--- config.mk ---
export PLATFORM = sky130hd
export DESIGN_NAME = two_zone_temp_supervisor_core
export DESIGN_NICKNAME = d
export VERILOG_FILES = /design/src/design/temp_supervisor_pkg.sv /design/src/design/two_zone_temp_supervisor_core.sv /design/src/design/queue_filter.sv
export SDC_FILE = /design/constraint.sdc
export NUM_CORES = 1
export LEC_CHECK = 0
export ABC_CLOCK_PERIOD_IN_PS = 4400
export BUFFER_PORTS_ARGS = -buffer_cell sky130_fd_sc_hd__buf_2
export CAP_MARGIN = 40
export CORE_UTILIZATION = 64
export CTS_BUF_LIST = sky130_fd_sc_hd__clkbuf_8
export DETAILED_ROUTE_END_ITERATION = 6
export PLACE_DENSITY_LB_ADDON = 0.3
export SKIP_LAST_GASP = 1
export SLEW_MARGIN = 25
export SYNTH_ARGS = -nofsm -noshare
export SYNTH_HDL_FRONTEND = slang
export SYNTH_HIERARCHICAL = 1
export SYNTH_SLANG_ARGS = --single-unit
--- constraint.sdc ---
create_clock -name sys_clk_i -period 4.4 [get_ports sys_clk_i]
set_input_delay 0.88 -clock sys_clk_i [delete_from_list [all_inputs] [get_ports sys_clk_i]]
set_output_delay 0.88 -clock sys_clk_i [all_outputs]
set_load 0.02 [all_outputs]
--- src/design/temp_supervisor_pkg.sv ---
/*
  Constants, register map, config field layout and reset values shared by the
  two-zone temperature supervisor core and its fault queue filter.
  Assumes a 100 MHz system clock and a byte-wide register port.
*/
package temp_supervisor_pkg;

  localparam logic [7:0] ADDR_LOCAL_TEMP = 8'h00;
  localparam logic [7:0] ADDR_CONFIG = 8'h01;
  localparam logic [7:0] ADDR_LOCAL_HYST = 8'h02;
  localparam logic [7:0] ADDR_LOCAL_SET = 8'h03;
  localparam logic [7:0] ADDR_REMOTE_TEMP = 8'h10;
  localparam logic [7:0] ADDR_REMOTE_HYST = 8'h12;
  localparam logic [7:0] ADDR_REMOTE_SET = 8'h13;
  localparam logic [7:0] ADDR_CRITICAL_OUT_N_RELEASE = 8'h22;
  localparam logic [7:0] ADDR_CRITICAL_OUT_N_SET = 8'h23;

  localparam logic [7:0] RST_TEMP = 8'h00;
  localparam logic [7:0] RST_LOCAL_HYST = 8'h4C;
  localparam logic [7:0] RST_LOCAL_SET = 8'h51;
  localparam logic [7:0] RST_REMOTE_HYST = 8'h5C;
  localparam logic [7:0] RST_REMOTE_SET = 8'h61;
  localparam logic [7:0] RST_CRITICAL_OUT_N_RELEASE = 8'h5C;
  localparam logic [7:0] RST_CRITICAL_OUT_N_SET = 8'h61;
  localparam logic [1:0] RST_QUEUE_CODE = 2'h0;

  // Config register fields
  localparam int CFG_SHUTDOWN = 0;
  localparam int CFG_MODE = 1;
  localparam int CFG_MASK = 2;
  localparam int CFG_QUEUE_LO = 3;
  localparam int CFG_QUEUE_HI = 4;
  localparam int CFG_STATUS_LOCAL = 5;
  localparam int CFG_STATUS_REMOTE = 6;
  localparam int CFG_CRITICAL_OUT_N = 7;

  localparam int ZONE_LOCAL = 0;
  localparam int ZONE_REMOTE = 1;

  // Remote reading forced on a sensor fault, above any sane threshold
  localparam logic [7:0] TEMP_FAULT_VALUE = 8'h7F;

  localparam int CLK_PERIOD_NS = 10;
  localparam int LOCAL_CONV_US = 80;
  localparam int REMOTE_CONV_FACTOR = 2;
  localparam int LOCAL_CONV_CYCLES_DFLT = LOCAL_CONV_US * 1000 / CLK_PERIOD_NS;

  localparam logic [1:0] ADDR_SETTLE = 2'h2;
  localparam int QUEUE_W = 3;

  typedef enum logic [1:0] {
    CONV_IDLE,
    CONV_REMOTE,
    CONV_LOCAL
  } conv_state_e;

  function automatic logic [QUEUE_W-1:0] depth_of(input logic [1:0] code);
    case (code)
      2'h0: depth_of = 3'h1;
      2'h1: depth_of = 3'h2;
      2'h2: depth_of = 3'h4;
      default: depth_of = 3'h6;
    endcase
  endfunction

endpackage

--- src/design/two_zone_temp_supervisor_core.sv ---
/*
  Two-zone temperature supervisor core: conversion sequencer, threshold
  registers, fault queues, alarm and critical outputs, shutdown handling.
  Assumes a serial protocol engine outside that raises bus_active_i during an
  access and drives the register port; converter results arrive on the
  system clock when the sequencer ends a conversion.
*/
// Local design decisions: the plain strobed port and the address map.
`timescale 1ns/1ps
module two_zone_temp_supervisor_core #(
  parameter int LOCAL_CONV_CYCLES = temp_supervisor_pkg::LOCAL_CONV_CYCLES_DFLT
) (
  input wire logic sys_clk_i,
  input wire logic rst_i,
  input wire logic [7:0] reg_addr_i,
  input wire logic [7:0] reg_wdata_i,
  input wire logic reg_wr_i,
  input wire logic reg_rd_i,
  output logic [7:0] reg_rdata_o,
  input wire logic bus_active_i,
  input wire logic address_select_pin_i,
  input wire logic remote_sensor_fault_i,
  input wire logic [7:0] local_adc_i,
  input wire logic [7:0] remote_adc_i,
  output logic alarm_out_n_o,
  output logic critical_out_n_o,
  output logic address_select_o
);
  import temp_supervisor_pkg::*;

  localparam int REMOTE_CONV_CYCLES = REMOTE_CONV_FACTOR * LOCAL_CONV_CYCLES;
  localparam int CNT_W = $clog2(REMOTE_CONV_CYCLES + 1);
  localparam logic [CNT_W-1:0] LOCAL_LAST = CNT_W'(LOCAL_CONV_CYCLES - 1);
  localparam logic [CNT_W-1:0] REMOTE_LAST = CNT_W'(REMOTE_CONV_CYCLES - 1);

  typedef struct packed {
    logic bus_meta;
    logic bus_sync;
    logic fault_meta;
    logic fault_sync;
    logic addr_meta;
    logic addr_sync;
    logic [1:0] addr_age;
    logic addr_taken;
    logic address_select;
    conv_state_e conv_state;
    logic [CNT_W-1:0] conv_cnt;
    logic redo_local;
    logic [1:0] done;
    logic [1:0][7:0] temp;
    logic [1:0][7:0] setpoint;
    logic [1:0][7:0] hysteresis;
    logic [7:0] critical_out_n_set;
    logic [7:0] critical_out_n_release;
    logic shutdown;
    logic mode;
    logic mask;
    logic [1:0] queue_code;
    logic [1:0] status;
    logic [1:0] armed_high;
    logic [1:0] zone_state;
    logic alarm_pend;
    logic critical_out_n_state;
    logic [7:0] rdata;
    logic alarm_n;
    logic critical_out_n_n;
  } core_s;

  core_s cur;
  core_s next_cur;

  logic [1:0] hit_high;
  logic [1:0] hit_low;
  logic critical_out_n_hit_high;
  logic critical_out_n_hit_low;

  for (genvar z = 0; z < 2; z++) begin : g_zone
    queue_filter u_zone_filter (
      .sys_clk_i(sys_clk_i),
      .rst_i(rst_i),
      .sample_i(cur.done[z]),
      .above_i($signed(cur.temp[z]) > $signed(cur.setpoint[z])),
      .below_i($signed(cur.temp[z]) < $signed(cur.hysteresis[z])),
      .depth_code_i(cur.queue_code),
      .hit_above_o(hit_high[z]),
      .hit_below_o(hit_low[z])
    );
  end

  queue_filter u_critical_out_n_filter (
    .sys_clk_i(sys_clk_i),
    .rst_i(rst_i),
    .sample_i(cur.done[ZONE_REMOTE]),
    .above_i($signed(cur.temp[ZONE_REMOTE]) > $signed(cur.critical_out_n_set)),
    .below_i($signed(cur.temp[ZONE_REMOTE]) < $signed(cur.critical_out_n_release)),
    .depth_code_i(cur.queue_code),
    .hit_above_o(critical_out_n_hit_high),
    .hit_below_o(critical_out_n_hit_low)
  );

  always_comb begin
    logic busy;
    logic enter_shutdown;
    logic any_read;
    logic cfg_read;
    logic [1:0] zone_set;
    logic pend_set;
    busy = 1'b0;
    enter_shutdown = 1'b0;
    any_read = 1'b0;
    cfg_read = 1'b0;
    zone_set = 2'h0;
    pend_set = 1'b0;
    next_cur = cur;

    // Pin synchronisers
    next_cur.bus_meta = bus_active_i;
    next_cur.bus_sync = cur.bus_meta;
    next_cur.fault_meta = remote_sensor_fault_i;
    next_cur.fault_sync = cur.fault_meta;
    next_cur.addr_meta = address_select_pin_i;
    next_cur.addr_sync = cur.addr_meta;

    // Address pin is caught once, after the synchroniser has filled
    if (cur.addr_age != ADDR_SETTLE) begin
      next_cur.addr_age = 2'(cur.addr_age + 2'h1);
    end else if (!cur.addr_taken) begin
      next_cur.addr_taken = 1'b1;
      next_cur.address_select = cur.addr_sync;
    end

    // Register access, available in any power state
    any_read = reg_rd_i;
    cfg_read = reg_rd_i && (reg_addr_i == ADDR_CONFIG);
    busy = cur.bus_sync || reg_wr_i || reg_rd_i;
    if (reg_rd_i) begin
      case (reg_addr_i)
        ADDR_LOCAL_TEMP: next_cur.rdata = cur.temp[ZONE_LOCAL];
        ADDR_CONFIG: next_cur.rdata = {cur.critical_out_n_state, cur.status[ZONE_REMOTE], cur.status[ZONE_LOCAL],
                                       cur.queue_code, cur.mask, cur.mode, cur.shutdown};
        ADDR_LOCAL_HYST: next_cur.rdata = cur.hysteresis[ZONE_LOCAL];
        ADDR_LOCAL_SET: next_cur.rdata = cur.setpoint[ZONE_LOCAL];
        ADDR_REMOTE_TEMP: next_cur.rdata = cur.temp[ZONE_REMOTE];
        ADDR_REMOTE_HYST: next_cur.rdata = cur.hysteresis[ZONE_REMOTE];
        ADDR_REMOTE_SET: next_cur.rdata = cur.setpoint[ZONE_REMOTE];
        ADDR_CRITICAL_OUT_N_RELEASE: next_cur.rdata = cur.critical_out_n_release;
        ADDR_CRITICAL_OUT_N_SET: next_cur.rdata = cur.critical_out_n_set;
        default: next_cur.rdata = 8'h00;
      endcase
    end
    if (reg_wr_i) begin
      case (reg_addr_i)
        ADDR_CONFIG: begin
          enter_shutdown = reg_wdata_i[CFG_SHUTDOWN] && !cur.shutdown;
          next_cur.shutdown = reg_wdata_i[CFG_SHUTDOWN];
          next_cur.mode = reg_wdata_i[CFG_MODE];
          next_cur.mask = reg_wdata_i[CFG_MASK];
          next_cur.queue_code = reg_wdata_i[CFG_QUEUE_HI:CFG_QUEUE_LO];
        end
        ADDR_LOCAL_HYST: next_cur.hysteresis[ZONE_LOCAL] = reg_wdata_i;
        ADDR_LOCAL_SET: next_cur.setpoint[ZONE_LOCAL] = reg_wdata_i;
        ADDR_REMOTE_TEMP: next_cur.temp[ZONE_REMOTE] = reg_wdata_i;
        ADDR_REMOTE_HYST: next_cur.hysteresis[ZONE_REMOTE] = reg_wdata_i;
        ADDR_REMOTE_SET: next_cur.setpoint[ZONE_REMOTE] = reg_wdata_i;
        ADDR_CRITICAL_OUT_N_RELEASE: next_cur.critical_out_n_release = reg_wdata_i;
        ADDR_CRITICAL_OUT_N_SET: next_cur.critical_out_n_set = reg_wdata_i;
        default: ;
      endcase
    end

    // Conversion sequencer
    next_cur.done = 2'h0;
    case (cur.conv_state)
      CONV_IDLE: begin
        next_cur.conv_cnt = '0;
        if (cur.shutdown) begin
          next_cur.redo_local = 1'b0;
        end else if (!busy) begin
          next_cur.conv_state = cur.redo_local ? CONV_LOCAL : CONV_REMOTE;
        end
      end
      CONV_REMOTE: begin
        if (cur.shutdown || busy) begin
          next_cur.conv_state = CONV_IDLE;
          next_cur.redo_local = 1'b0;
        end else if (cur.conv_cnt == REMOTE_LAST) begin
          next_cur.conv_cnt = '0;
          next_cur.conv_state = CONV_LOCAL;
          next_cur.temp[ZONE_REMOTE] = cur.fault_sync ? TEMP_FAULT_VALUE : remote_adc_i;
          next_cur.done[ZONE_REMOTE] = 1'b1;
        end else begin
          next_cur.conv_cnt = CNT_W'(cur.conv_cnt + 1'b1);
        end
      end
      CONV_LOCAL: begin
        if (cur.shutdown || busy) begin
          next_cur.conv_state = CONV_IDLE;
          next_cur.redo_local = !cur.shutdown;
        end else if (cur.conv_cnt == LOCAL_LAST) begin
          next_cur.conv_cnt = '0;
          next_cur.conv_state = CONV_REMOTE;
          next_cur.redo_local = 1'b0;
          next_cur.temp[ZONE_LOCAL] = local_adc_i;
          next_cur.done[ZONE_LOCAL] = 1'b1;
        end else begin
          next_cur.conv_cnt = CNT_W'(cur.conv_cnt + 1'b1);
        end
      end
      default: next_cur.conv_state = CONV_IDLE;
    endcase

    // Zone events; filters only pulse after a completed conversion
    for (int z = 0; z < 2; z++) begin
      if (hit_high[z]) begin
        next_cur.zone_state[z] = 1'b1;
      end else if (hit_low[z]) begin
        next_cur.zone_state[z] = 1'b0;
      end
      if (cur.armed_high[z] && hit_high[z]) begin
        zone_set[z] = 1'b1;
        next_cur.armed_high[z] = 1'b0;
      end else if (!cur.armed_high[z] && hit_low[z]) begin
        zone_set[z] = 1'b1;
        next_cur.armed_high[z] = 1'b1;
      end
    end

    if (!cur.mode) begin
      next_cur.status = next_cur.zone_state;
      next_cur.alarm_pend = 1'b0;
    end else begin
      pend_set = |zone_set;
      if (cfg_read || enter_shutdown) begin
        next_cur.status = 2'h0;
      end
      if (any_read || enter_shutdown) begin
        next_cur.alarm_pend = 1'b0;
      end
      // Event wins over a clear in the same cycle
      next_cur.status = next_cur.status | zone_set;
      next_cur.alarm_pend = next_cur.alarm_pend | pend_set;
    end

    // Critical comparison ignores mode, mask and shutdown entry
    if (critical_out_n_hit_high) begin
      next_cur.critical_out_n_state = 1'b1;
    end else if (critical_out_n_hit_low) begin
      next_cur.critical_out_n_state = 1'b0;
    end
    next_cur.critical_out_n_n = !next_cur.critical_out_n_state;

    // Comparator alarm holds through shutdown since no events arrive then
    next_cur.alarm_n = !(!next_cur.mask && (next_cur.mode ? next_cur.alarm_pend : |next_cur.zone_state));
  end

  always_ff @(posedge sys_clk_i or posedge rst_i) begin
    if (rst_i) begin
      cur <= '0;
      cur.conv_state <= CONV_IDLE;
      cur.temp <= {RST_TEMP, RST_TEMP};
      cur.setpoint <= {RST_REMOTE_SET, RST_LOCAL_SET};
      cur.hysteresis <= {RST_REMOTE_HYST, RST_LOCAL_HYST};
      cur.critical_out_n_set <= RST_CRITICAL_OUT_N_SET;
      cur.critical_out_n_release <= RST_CRITICAL_OUT_N_RELEASE;
      cur.queue_code <= RST_QUEUE_CODE;
      cur.armed_high <= 2'h3;
      cur.alarm_n <= 1'b1;
      cur.critical_out_n_n <= 1'b1;
    end else begin
      cur <= next_cur;
    end
  end

  assign reg_rdata_o = cur.rdata;
  assign alarm_out_n_o = cur.alarm_n;
  assign critical_out_n_o = cur.critical_out_n_n;
  assign address_select_o = cur.address_select;

endmodule

--- src/design/queue_filter.sv ---
/*
  Fault queue filter: counts consecutive conversions above and below two
  thresholds and pulses when a condition has held for the programmed depth.
  Assumes sample_i is a one-cycle pulse per completed conversion.
*/
`timescale 1ns/1ps
module queue_filter (
  input wire logic sys_clk_i,
  input wire logic rst_i,
  input wire logic sample_i,
  input wire logic above_i,
  input wire logic below_i,
  input wire logic [1:0] depth_code_i,
  output logic hit_above_o,
  output logic hit_below_o
);
  import temp_supervisor_pkg::*;

  typedef struct packed {
    logic [QUEUE_W-1:0] above_cnt;
    logic [QUEUE_W-1:0] below_cnt;
    logic hit_above;
    logic hit_below;
  } filt_s;

  filt_s cur;
  filt_s next_cur;

  always_comb begin
    logic [QUEUE_W-1:0] depth;
    depth = depth_of(depth_code_i);
    next_cur = cur;
    next_cur.hit_above = 1'b0;
    next_cur.hit_below = 1'b0;
    if (sample_i) begin
      // Any break in the run restarts the count
      next_cur.above_cnt = '0;
      next_cur.below_cnt = '0;
      if (above_i) begin
        next_cur.above_cnt = (cur.above_cnt >= depth) ? depth : QUEUE_W'(cur.above_cnt + 3'h1);
        next_cur.hit_above = (QUEUE_W'(cur.above_cnt + 3'h1) >= depth);
      end
      if (below_i) begin
        next_cur.below_cnt = (cur.below_cnt >= depth) ? depth : QUEUE_W'(cur.below_cnt + 3'h1);
        next_cur.hit_below = (QUEUE_W'(cur.below_cnt + 3'h1) >= depth);
      end
    end
  end

  always_ff @(posedge sys_clk_i or posedge rst_i) begin
    if (rst_i) begin
      cur <= '0;
    end else begin
      cur <= next_cur;
    end
  end

  assign hit_above_o = cur.hit_above;
  assign hit_below_o = cur.hit_below;

endmodule

==> results.md <==
Worst setup path:
- Walking the worst path, the cells encountered are nor2_1 -> ha_1 -> nand2b_1 -> maj3_2 -> a21oi_4 -> mux2i_1 -> o221ai_2.
- The required arrival time at the worst endpoint is 4.71 ns.
- The worst register-to-register path ends at u_critical_out_n_filter/cur[7].
- At the worst endpoint, the arrival time is 3.09 ns.
- The critical path in this run is classified as flip-flop to flip-flop.
- The slack of the worst reg-to-reg path is 1.63 ns.
- The startpoint of the lowest-slack register-to-register path is cur[18].
- The kind of launch point of the worst setup path is a flip-flop.
- The category of the worst setup path capture point is a flip-flop.
- The maximum fanout along the worst path is 14.
- The largest stage delay on the critical path is 0.62 ns.
- Among all stages on the critical path, the largest delay is contributed by sky130_fd_sc_hd__dfrtp_1.
- Counting cells, the worst reg-to-reg path comes to 7.

Logic synthesis:
- The net count of the mapped netlist is 994.
- The async set or reset register ratio after synthesis is 100%.
- The synthesized instance count is 880.
- Sorting the synthesized cells by how often they occur yields sky130_fd_sc_hd__dfrtp_1, sky130_fd_sc_hd__inv_1, sky130_fd_sc_hd__ha_1.
- Sorting the synthesized cells by area gives the leading types as sky130_fd_sc_hd__dfrtp_1, sky130_fd_sc_hd__ha_1, sky130_fd_sc_hd__dfstp_2, sky130_fd_sc_hd__mux2_2, sky130_fd_sc_hd__mux2i_1.
- The mapped netlist covers 8850 um^2.
- The top cell type by area accounts for 32.8% of the synthesized area.
- The post-synthesis sequential element count is 140.
- In this run, synthesis inferred 0 flip-flops with an integrated enable.
- The library cell with the largest summed area after synthesis is sky130_fd_sc_hd__dfrtp_1.
- The leading register cell type out of synthesis is sky130_fd_sc_hd__dfrtp_1.
- The average instance in the mapped netlist occupies 10.1 um^2.
- Yosys mapped the design onto 67 distinct sky130hd cell types.
- By instance count, the leading cell after synthesis is sky130_fd_sc_hd__dfrtp_1.
- The proportion of synthesized chip area in sequential cells is 39.9%.
- During synthesis, Yosys emitted a total of 6 warnings.

Route:
- The number of DRC violations after detailed routing is 0.
- The count of nets left with antenna violations once routing finished came out at 0.
- The routed wire length per instance is 19.1 um.
- The total wire length after detailed routing is 21.1 mm.
- Using the TritonRoute via totals, the vias-per-cell ratio works out to 6.16.
- The detailed-router iteration count before antenna repair is 5.
- The DRC marker count from the first detailed-route iteration is 496.
- The via total after detailed routing is 6821.

STA:
- The worst slew slack as a fraction of its limit is 43.8%.
- The max-slew violation count is 0.
- The time the worst path needs with I/O delays and setup is 2.77 ns.
- The final hold violation count came to 0.
- The setup TNS after final layout is 0 ns.
- Setup repair after global routing left no endpoint under its margin.
- The tightest hold path in the finished design has a slack of 0.350 ns.
- The final clock skew is 0.0122 ns.
- Setup violations remaining at the end of the flow were counted as 0.
- After layout, the worst path uses 63.0% of the clock period.
- After layout, the worst setup slack is 1.63 ns.
- For the pin with the worst max-slew slack, the measured transition is 0.837 ns.
- The maximum clock frequency is 361 MHz.

Power and ir drop:
- The total leakage power is 4.57 nW.
- The power density over the cells is 343 nW/um^2.
- The sum of internal, switching and leakage power is 3.30 mW.
- The worst ir drop on vdd is 379 uV.

Run status:
- The flow ran to the end, and the final reports show no timing, DRC or antenna violations.

Die:
- The floorplan row count is 42.
- The core region is 13300 um^2.
- The width of the die is 120 um.
- Pin placement for this block handled 50 I/O pins.
- The floorplan die height is 120 um.
- The die covers 14300 um^2.
- The initial utilization of the core area, before any placement, comes to 66.3%.

Clock network:
- Clock-pin slew was measured on the worst setup and hold paths at 0.08 ns.
- The number of gates resized after CTS is 0.
- The TritonCTS clock tree is done.
- The TritonCTS buffer count is 17.
- The total clock sinks is 140.
- The maximum clock insertion buffer count is 2.
- The number of setup buffers added after CTS is 0.
- CTS placed an instance of sky130_fd_sc_hd__clkbuf_8 at the clock tree root.
- At the later pin of the worst-skew pair, clock insertion delay measures 0.46 ns.
- In this run, post-CTS hold repair placed 0 buffers.
- The H-tree depth is 4.

Global routing:
- Entering global routing, the biggest net connects 46 pins.
- Summed over all layers, the global routing overflow is 0.
- The via count of the first global-routing pass came to 6656.
- The number of antenna violations at the first check in global routing is 0.
- The global routing usage summed across all routing layers is 31.0%.
- The global-route wire length before repair is 33.9 mm.

Layout:
- From synthesis to final layout, the design area changed by 8.84%.
- The multi-input combinational cells in the finished layout cover a total of 4760 um^2.
- The fraction of final layout cells sized beyond drive strength 1 is 22.4%.
- The register area is 3530 um^2.
- The number of antenna diodes in the final layout is 0.
- The number of nets in the finished design is 1032.
- The number of filler cells placed in the layout is 981.

Place:
- Routability-driven placement finished with a final weighted congestion of 0.864.
- The number of input and output port buffers inserted is 49.
- The final HPWL from detailed placement is 15.0 mm.
- The placement-stage worst setup slack is 1.45 ns.

Min path:
- The path type of the worst min-delay path is flip-flop to flip-flop.
- Counting instances, the worst hold path has a depth of 0.
- The path with the worst hold slack has its endpoint at cur[112].
- The startpoint identified for the worst hold timing path is cur[113].

Run:
- Across the run, the number of max-cap violations was 0.
-- worst max-delay path, delay by kind of cell (launching register included) --
family | cells | cell delay (ns)
AO/OA/AOI/OAI | 2 | 0.38
AND/OR/NAND/NOR | 2 | 0.62
flip-flops | 1 | 0.62
multiplexers | 1 | 0.32
adder cells (fa/ha/maj) | 2 | 0.68
-- through the flow --
stage | cells | utilization, % | area [um^2]
after global routing | 1107 | 72.2 | 9630
after global placement | 1072 | 68.4 | 9130
after detailed placement | 1074 | 68.7 | 9170
after floorplan | 880 | - | 8850
final | 1107 | 72.2 | 9630
after CTS | 1106 | 72.0 | 9620
-- how the worst max path moves through the flow --
stage,start,to
CTS,cur[18],u_critical_out_n_filter/cur[7]
global placement,reg_addr_i[7],cur[58]
finish,cur[18],u_critical_out_n_filter/cur[7]
detailed placement,reg_addr_i[7],alarm_out_n_o
floorplan,rst_i,address_select_o
global route,cur[18],u_critical_out_n_filter/cur[7]
-- where the power goes --
part           internal (mW)  switching (mW)  leakage, nW
combinational          0.285           0.451         2.55
clock                  0.652           0.500        0.224
sequential              1.35          0.0630         1.79
-- layer usage --
layer | vias up | share of wire [%] | global-route usage [%]
met1 | 3301 | 44 | 40.8
met2 | 241 | 46 | 49.2
met3 | 40 | 6.7 | 8.17
met4 | 0 | 2.8 | 11.8
met5 | - | 0 | 0
li1 | 3239 | - | -
-- kinds of logic after synthesis --
kind of cell / after synthesis / synth area share [%]
AOI/OAI and AO/OA: 191 / 14.6
DFF: 140 / 39.9
muxes: 90 / 11.4
buffers and inverters: 128 / 6.32
and+or+nand+nor: 237 / 14.9
xor gates and xnor gates: 4 / 0.396
adders and majority gates: 90 / 12.4
-- sequential cells by signal, summed over array words and instances (netlist names) --
| register | flops |
|---|---|
| u_critical_out_n_filter/hit_below_o | 1 |
| address_select_o | 1 |
| u_critical_out_n_filter/cur | 6 |
| critical_out_n_o | 1 |
| reg_rdata_o | 8 |
| cur | 105 |
| g_zone.u_zone_filter/cur | 12 |
| g_zone.u_zone_filter/hit_below_o | 2 |
| u_critical_out_n_filter/hit_above_o | 1 |
| g_zone.u_zone_filter/hit_above_o | 2 |
| alarm_out_n_o | 1 |
-- area by class of cell --
cell class	instances	share of cell area, %
clock inverters	9	1.38
well taps	176	2.29
inverters	90	3.53
flip-flops and latches	140	36.7
repair buffers	57	3.44
multi-input cells	612	49.4
clock buffers	23	3.29
-- layout by cell type (no fill, tap or decap), types with 14 or more instances in the layout --
cell type / n
sky130_fd_sc_hd__mux2i_1: 33
sky130_fd_sc_hd__a21oi_1: 28
sky130_fd_sc_hd__buf_2: 49
sky130_fd_sc_hd__dfrtp_1: 116
sky130_fd_sc_hd__mux2_2: 54
sky130_fd_sc_hd__inv_1: 86
sky130_fd_sc_hd__ha_1: 75
sky130_fd_sc_hd__nor2_1: 42
sky130_fd_sc_hd__clkbuf_8: 24
sky130_fd_sc_hd__o22ai_1: 26
sky130_fd_sc_hd__nor2b_1: 15
sky130_fd_sc_hd__dfstp_2: 24
sky130_fd_sc_hd__nand2_1: 69
sky130_fd_sc_hd__nand2b_1: 14
sky130_fd_sc_hd__nand3_1: 25
sky130_fd_sc_hd__o21ai_0: 61
(Power assumes the default switching activity.)
